--- config.mk ---
export PLATFORM = sky130hd
export DESIGN_NAME = dcid_regs
export DESIGN_NICKNAME = d
export VERILOG_FILES = /design/src/logic/dcid_pkg.sv /design/src/logic/dcid_regs.sv
export SDC_FILE = /design/constraint.sdc
export NUM_CORES = 1
export LEC_CHECK = 0
export BUFFER_PORTS_ARGS = -buffer_cell sky130_fd_sc_hd__buf_2
export CAP_MARGIN = 10
export CORE_ASPECT_RATIO = 1.2
export CORE_MARGIN = 3
export CORE_UTILIZATION = 41
export CTS_BUF_LIST = sky130_fd_sc_hd__clkbuf_16
export DETAILED_ROUTE_END_ITERATION = 7
export GPL_ROUTABILITY_DRIVEN = 0
export MAX_ROUTING_LAYER = met4
export PLACE_DENSITY = 0.8
export SYNTH_ARGS = -nofsm -noshare
export SYNTH_HDL_FRONTEND = slang
export SYNTH_SLANG_ARGS = --single-unit
export TNS_END_PERCENT = 100
--- constraint.sdc ---
create_clock -name clock_i -period 5.6 [get_ports clock_i]
set_clock_uncertainty 0.05 [all_clocks]
set_input_delay 0.28 -clock clock_i [delete_from_list [all_inputs] [get_ports clock_i]]
set_output_delay 0.28 -clock clock_i [all_outputs]
set_load 0.02 [all_outputs]
--- src/logic/dcid_pkg.sv ---
// Package: offsets, field layouts and fixed values of the capability registers
package dcid_pkg;
    localparam logic [11:0] dcid_off_mem = 12'h008;
    localparam logic [11:0] dcid_off_per = 12'h010;
    localparam logic [11:0] dcid_off_did = 12'h004;
    localparam logic [11:0] dcid_off_gate_run = 12'h100;
    localparam logic [11:0] dcid_off_gate_slp = 12'h110;
    localparam logic [11:0] dcid_off_gate_dsl = 12'h120;
    localparam logic [31:0] dcid_sys_base = 32'h400fe000;
    localparam logic [15:0] dcid_ram_size = 16'h00ff;
    localparam logic [15:0] dcid_nvm_size = 16'h007f;
    localparam logic [2:0] dcid_temp_grade = 3'h1;
    localparam logic [1:0] dcid_pkg_type = 2'h1;
    localparam logic dcid_compliance = 1'b1;
    localparam logic [1:0] dcid_qualification_status_default = 2'h2;
    localparam logic [6:0] dcid_per_present = 7'h7f;
    localparam logic [31:0] dcid_gate_reset = 32'h00000000;
    // Clock-gating field positions, then AHB transfer and size codes
    localparam int dcid_gate_pwm_bit = 20;
    localparam int dcid_gate_adc_bit = 16;
    localparam int dcid_gate_spd_lo = 8;
    localparam int dcid_gate_wdt_bit = 3;
    localparam int dcid_gate_swo_bit = 2;
    localparam int dcid_gate_swd_bit = 1;
    localparam int dcid_gate_jtag_bit = 0;
    localparam logic [1:0] dcid_htrans_nonseq = 2'h2;
    localparam logic [2:0] dcid_hsize_word = 3'h2;

    typedef struct packed {
        logic [15:0] ram_size_field;
        logic [15:0] nvm_size_field;
    } dcid_mem_t;

    typedef struct packed {
        logic [18:0] reserved_hi;
        logic [2:0] temp_grade;
        logic [1:0] package_type;
        logic substance_compliance;
        logic [1:0] qualification_status;
        logic [4:0] reserved_mid;
    } dcid_did_unused_t;

    typedef struct packed {
        logic [10:0] haddr;
        logic hwrite;
        logic sel;
    } dcid_aphase_t;
endpackage

--- src/logic/dcid_regs.sv ---
// Capability and identification registers behind an AHB-Lite slave
// Notes on behaviour
// - Memory capability word is read-only at offset 0x008 of the block.
// - Its upper half always reads 0x00ff, meaning 64 KB of SRAM.
// - Its lower half always reads 0x007f, meaning 256 KB of flash.
// - Peripheral capability word is read-only at offset 0x010.
// - Capability values are fixed by the part and cannot be altered.
// - PWM, converter, watchdog and debug bits mask gating; speed field always passes.
// - Gating bits other than those and the speed field read as zero.
// - A converter speed written to gating is clipped to the reported max.
// - Peripheral bits 6 to 3 read one: hibernate, thermal, PLL, watchdog.
// - Peripheral bits 2 to 0 read one: trace, serial wire and JTAG debug.
// - Identification bits 7:5 read 0x1 for the industrial range.
// - Identification bits 4:3 read 0x1 for a quad flat package.
// - Identification bit 2 reads one, the compliance flag.
// - Identification bits 1:0 give qualification status, 0, 1 or 2.
// - Reserved identification bits 12:8 read zero.
module dcid_regs #(
    parameter logic [1:0] QUALIFICATION_STATUS_STATUS = dcid_pkg::dcid_qualification_status_default,
    parameter logic [1:0] MAX_SPEED = 2'h3,
    parameter logic PWM_PRESENT = 1'b1,
    parameter logic CONV_PRESENT = 1'b1,
    // Upper identification bits: arbitrary neutral value
    parameter logic [18:0] ID_UPPER = 19'h00000
) (
    // Clock and reset
    input wire logic clock_i,
    input wire logic arst_n_i,
    // AHB-Lite slave
    input wire logic hsel_i,
    input wire logic [31:0] haddr_i,
    input wire logic [1:0] htrans_i,
    input wire logic hwrite_i,
    input wire logic [2:0] hsize_i,
    input wire logic [31:0] hwdata_i,
    input wire logic hready_i,
    output logic [31:0] hrdata_o,
    output logic hreadyout_o,
    output logic hresp_o,
    // Masked clock-gating values for the clock controller
    output logic [31:0] run_clock_gating_o,
    output logic [31:0] sleep_clock_gating_o,
    output logic [31:0] deep_sleep_clock_gating_o
);
    dcid_pkg::dcid_aphase_t aphase;
    dcid_pkg::dcid_mem_t mem_word;
    logic [31:0] per_word;
    logic [31:0] did_word;
    logic [31:0] gate_mask;
    logic [31:0] run_clock_gating;
    logic [31:0] sleep_clock_gating;
    logic [31:0] deep_sleep_clock_gating;
    logic [31:0] next_rdata;
    logic [31:0] rdata;
    logic take;

    // Mask, then clip the two-bit speed field to the reported maximum
    function automatic logic [31:0] gate_filter(input logic [31:0] w);
        logic [31:0] f;
        f = w & gate_mask;
        if (f[dcid_pkg::dcid_gate_spd_lo +: 2] > MAX_SPEED) begin
            f[dcid_pkg::dcid_gate_spd_lo +: 2] = MAX_SPEED;
        end
        return f;
    endfunction

    always_comb begin
        gate_mask = '0;
        gate_mask[dcid_pkg::dcid_gate_pwm_bit] = PWM_PRESENT;
        gate_mask[dcid_pkg::dcid_gate_adc_bit] = CONV_PRESENT;
        gate_mask[dcid_pkg::dcid_gate_spd_lo +: 2] = 2'h3;
        gate_mask[dcid_pkg::dcid_gate_wdt_bit] = per_word[3];
        gate_mask[dcid_pkg::dcid_gate_swo_bit] = per_word[2];
        gate_mask[dcid_pkg::dcid_gate_swd_bit] = per_word[1];
        gate_mask[dcid_pkg::dcid_gate_jtag_bit] = per_word[0];
    end

    // Fixed values: constants, so nothing can alter them
    assign mem_word.ram_size_field = dcid_pkg::dcid_ram_size;
    assign mem_word.nvm_size_field = dcid_pkg::dcid_nvm_size;

    always_comb begin
        per_word = '0;
        per_word[6:0] = dcid_pkg::dcid_per_present;
        per_word[20] = PWM_PRESENT;
        per_word[16] = CONV_PRESENT;
        per_word[9:8] = MAX_SPEED;
    end

    always_comb begin
        did_word = '0;
        did_word[31:13] = ID_UPPER;
        did_word[12:8] = 5'h00;
        did_word[7:5] = dcid_pkg::dcid_temp_grade;
        did_word[4:3] = dcid_pkg::dcid_pkg_type;
        did_word[2] = dcid_pkg::dcid_compliance;
        did_word[1:0] = QUALIFICATION_STATUS_STATUS;
    end

    assign take = hsel_i && hready_i
        && (htrans_i == dcid_pkg::dcid_htrans_nonseq);

    // Address phase capture
    always_ff @(posedge clock_i or negedge arst_n_i) begin
        if (!arst_n_i) begin
            aphase <= '0;
        end else if (hready_i) begin
            aphase.sel <= take;
            aphase.hwrite <= hwrite_i;
            aphase.haddr <= haddr_i[11:1];
        end
    end

    // Gating registers are the only writable state
    always_ff @(posedge clock_i or negedge arst_n_i) begin
        if (!arst_n_i) begin
            run_clock_gating <= dcid_pkg::dcid_gate_reset;
            sleep_clock_gating <= dcid_pkg::dcid_gate_reset;
            deep_sleep_clock_gating <= dcid_pkg::dcid_gate_reset;
        end else if (aphase.sel && aphase.hwrite) begin
            case ({aphase.haddr, 1'b0})
                dcid_pkg::dcid_off_gate_run: begin
                    run_clock_gating <= gate_filter(hwdata_i);
                end
                dcid_pkg::dcid_off_gate_slp: begin
                    sleep_clock_gating <= gate_filter(hwdata_i);
                end
                dcid_pkg::dcid_off_gate_dsl: begin
                    deep_sleep_clock_gating <= gate_filter(hwdata_i);
                end
                default: begin
                    // Read-only and unmapped words drop the write
                    run_clock_gating <= run_clock_gating;
                end
            endcase
        end
    end

    // Read decode in the address phase so data is registered
    always_comb begin
        case ({haddr_i[11:2], 2'b00})
            dcid_pkg::dcid_off_mem: next_rdata = mem_word;
            dcid_pkg::dcid_off_per: next_rdata = per_word;
            dcid_pkg::dcid_off_did: next_rdata = did_word;
            dcid_pkg::dcid_off_gate_run: next_rdata = run_clock_gating;
            dcid_pkg::dcid_off_gate_slp: next_rdata = sleep_clock_gating;
            dcid_pkg::dcid_off_gate_dsl: next_rdata = deep_sleep_clock_gating;
            default: next_rdata = 32'h00000000;
        endcase
    end

    always_ff @(posedge clock_i or negedge arst_n_i) begin
        if (!arst_n_i) begin
            rdata <= 32'h00000000;
        end else if (take && !hwrite_i) begin
            rdata <= next_rdata;
        end
    end

    assign hrdata_o = rdata;
    assign hreadyout_o = 1'b1;
    assign hresp_o = 1'b0;
    assign run_clock_gating_o = run_clock_gating;
    assign sleep_clock_gating_o = sleep_clock_gating;
    assign deep_sleep_clock_gating_o = deep_sleep_clock_gating;
endmodule

==> flow_summary.json <==
{
  "rows": 33,
  "drv_cap": 0,
  "cts_tree": "done",
  "cp.arrival_ns": 2.33,
  "cts.repair.resized": 0,
  "ctsHoldBuffers": 0,
  "cp.required_ns": 5.73,
  "portBuffers": 66,
  "worstPathMaxFanout": 8,
  "initial_core_util": 0.427,
  "seqCellArea_mm2": 0.00120,
  "critical_path_class": "reg -> reg",
  "synthTopCellsByCount": "buf_4, dfrtp_1, mux2_2, nand2_1, o21ai_0",
  "grt_pass1_vias": 1791,
  "ys_seq_area_frac": 0.406,
  "p_leak_nw": 1.59,
  "wl_per_cell_um": 13.2,
  "yosysUniqueCellTypes": 35,
  "finalHoldViolations": 0,
  "period_minus_slack_ns": 2.20,
  "yosysWarnings": 0,
  "synth_top_area_share": 0.406,
  "cts_root_buf": "clkbuf_16",
  "antennaDiodeCount": 0,
  "die_h_um": 99.1,
  "min_path_type": "in -> async",
  "cts_buffer_depth": 2,
  "slew_violations": 0,
  "fill_cells": 638,
  "clock-sinks": 48,
  "ys_ff_latch": 48,
  "max_stage_delay_ns": 0.66,
  "drtPass1Iterations": 4,
  "setup_tns_ns": 0,
  "ios": 204,
  "yosysTopAreaCell": "dfrtp_1",
  "cts_buffers": 5,
  "rsz0062_at_grt": "no",
  "status": "completed",
  "path_cells": "nor4_1, and4_1, nor3b_2, mux2_2",
  "dieWidth_um": 83.6,
  "syn2layout_area_growth_pct": 5.62,
  "antenna_found_initial": 0,
  "nNetsFinal": 406,
  "finalCritPeriodShare": 0.393,
  "cp_slowest_cell": "nor3b_2",
  "yosysMostFrequentCell": "buf_4",
  "grt_pass1_wl_mm": 8.70,
  "routed_via_density": 4.57,
  "route.detailed.drc": 0,
  "core_area_mm2": 0.00694,
  "max-vdd-ir-drop_v": 0.000245,
  "synth_area_mm2": 0.00296,
  "multiInputGateArea_mm2": 0.00132,
  "drive_above_1_share": 0.339,
  "synth-async-reset-ratio": 1.00,
  "slew_headroom": 0.315,
  "final_util": 0.451,
  "ant_nets": 0,
  "htreeDepth": 2,
  "setup_viol": 0,
  "synth_flop_cell": "dfrtp_1",
  "powerDensity_mw_per_mm2": 265,
  "first_iter_violations": 15,
  "die_area_mm2": 0.00828,
  "overflow": 0,
  "grt_usage": 0.135,
  "grt_start_max_net_pins": 49,
  "dp.final_hpwl_mm": 4.36,
  "critPathLaunchType": "register",
  "wirelength_mm": 5.55,
  "crit_path_end_kind": "register",
  "via_count": 1918,
  "fmax_mhz": 454,
  "synth_area_leaders": "dfrtp_1, buf_4, mux2_2",
  "clk_latency_ns": 0.29,
  "synth_cells": 278,
  "worst_slew_pin_slew_ns": 1.03,
  "cts.clk_slew.worst_paths_ns": 0.06,
  "synth_edf_count": 0,
  "syn_avg_cell_area_um2": 10.6,
  "postCtsSetupRepairBufs": 0
}
-- critical path: cells and delay by family (launching register included) --
| kind | cells | cell delay, ns |
|---|---|---|
| AND/OR/NAND/NOR | 3 | 1.24 |
| flip-flops | 1 | 0.38 |
| multiplexers | 1 | 0.42 |
-- flip-flops by register name (all words and copies together), names as in the netlist --
register / flops
run_clock_gating_o: 8
aphase: 13
hrdata_o: 11
sleep_clock_gating_o: 8
deep_sleep_clock_gating_o: 8
-- area by class of cell --
class                   instances  share of cell area
inverters                       1             0.00120
clock inverters                 3              0.0120
flip-flops and latches         48               0.384
well taps                      87              0.0348
repair buffers                 66               0.106
multi-input cells             210               0.422
clock buffers                   5              0.0400
-- placed cells by master (no fill, tap or decap), drive strengths merged --
cell | netlist | routed
clkbuf | 10 | 5
and3b | 1 | 1
a211o | 1 | 1
nand2b | 3 | 3
buf | 96 | 66
a21oi | 3 | 3
inv | 1 | 1
nor2b | 1 | 1
o2111a | 1 | 1
nor3 | 2 | 2
xnor2 | 2 | 2
bufinv | 0 | 1
mux2i | 8 | 8
o41ai | 2 | 2
o31ai | 2 | 2
and4 | 1 | 1
o21ai | 12 | 12
or4b | 1 | 1
nor4 | 6 | 6
nor4bb | 1 | 1
a31oi | 5 | 5
nor3b | 1 | 1
nand2 | 12 | 12
o2bb2ai | 3 | 3
mux2 | 37 | 37
xor2 | 1 | 1
or4 | 2 | 2
o211ai | 1 | 1
conb | 2 | 89
clkinv | 0 | 2
or3 | 3 | 3
nand3b | 6 | 6
dfrtp | 48 | 48
nor2 | 3 | 3
-- path summary, 6_finish.rpt --
path                                                end  cells after the start  slack [ns]   startpoint
setup / recovery                  run_clock_gating_o[2]                      4        3.40    aphase[4]
hold / removal                                aphase[0]                      1        0.12     arst_n_i
setup reg to reg                  run_clock_gating_o[2]                      4        3.40    aphase[4]
hold reg to reg                             hrdata_o[9]                      2        0.42  hrdata_o[9]
max in group asynchronous  deep_sleep_clock_gating_o[3]                      1        4.74     arst_n_i
min in group clock_i                          aphase[2]                      2        0.18   haddr_i[1]
-- metal layers --
metal | routed length [µm] | global-route usage | vias up | share of wire
met3 | 445 | 0.0276 | 8 | 0.080
met1 | 2150 | 0.149 | 915 | 0.39
met4 | 90 | 0.0606 | 0 | 0.016
li1 | - | - | 885 | -
met2 | 2870 | 0.234 | 110 | 0.52
met5 | 0 | - | - | 0
-- power by group --
group          switching [mW]  leakage [nW]  internal [mW]  total [mW]
Sequential            0.00996         0.606          0.362       0.372
Clock                   0.123        0.0789          0.207       0.331
Combinational          0.0947         0.910         0.0319       0.127
-- logic make-up after synthesis --
kind of cell | synth area share
buffers and inverters | 0.259
DFF | 0.406
muxes | 0.168
and+or+nand+nor | 0.0888
AOI/OAI and AO/OA | 0.0676
xor gates and xnor gates | 0.00888
other | 0.00254
-- through the flow --
| step | setup slack [ns] | cell area [µm²] | power [mW] | hold WS [ns] | instances |
|---|---|---|---|---|---|
| after floorplan | 3.65 | 3290 | 0.521 | -0.0656 | 365 |
| after global placement | 3.41 | 2960 | 0.502 | 0.413 | 412 |
| after detailed placement | 3.38 | 2960 | 0.504 | 0.409 | 412 |
| after CTS | 3.37 | 3130 | 0.834 | 0.163 | 420 |
| after global routing | 3.25 | 3130 | 0.858 | 0.182 | 420 |
| final | 3.40 | 3130 | 0.829 | 0.118 | 420 |
No activity file was read; power rests on OpenSTA's default activity.
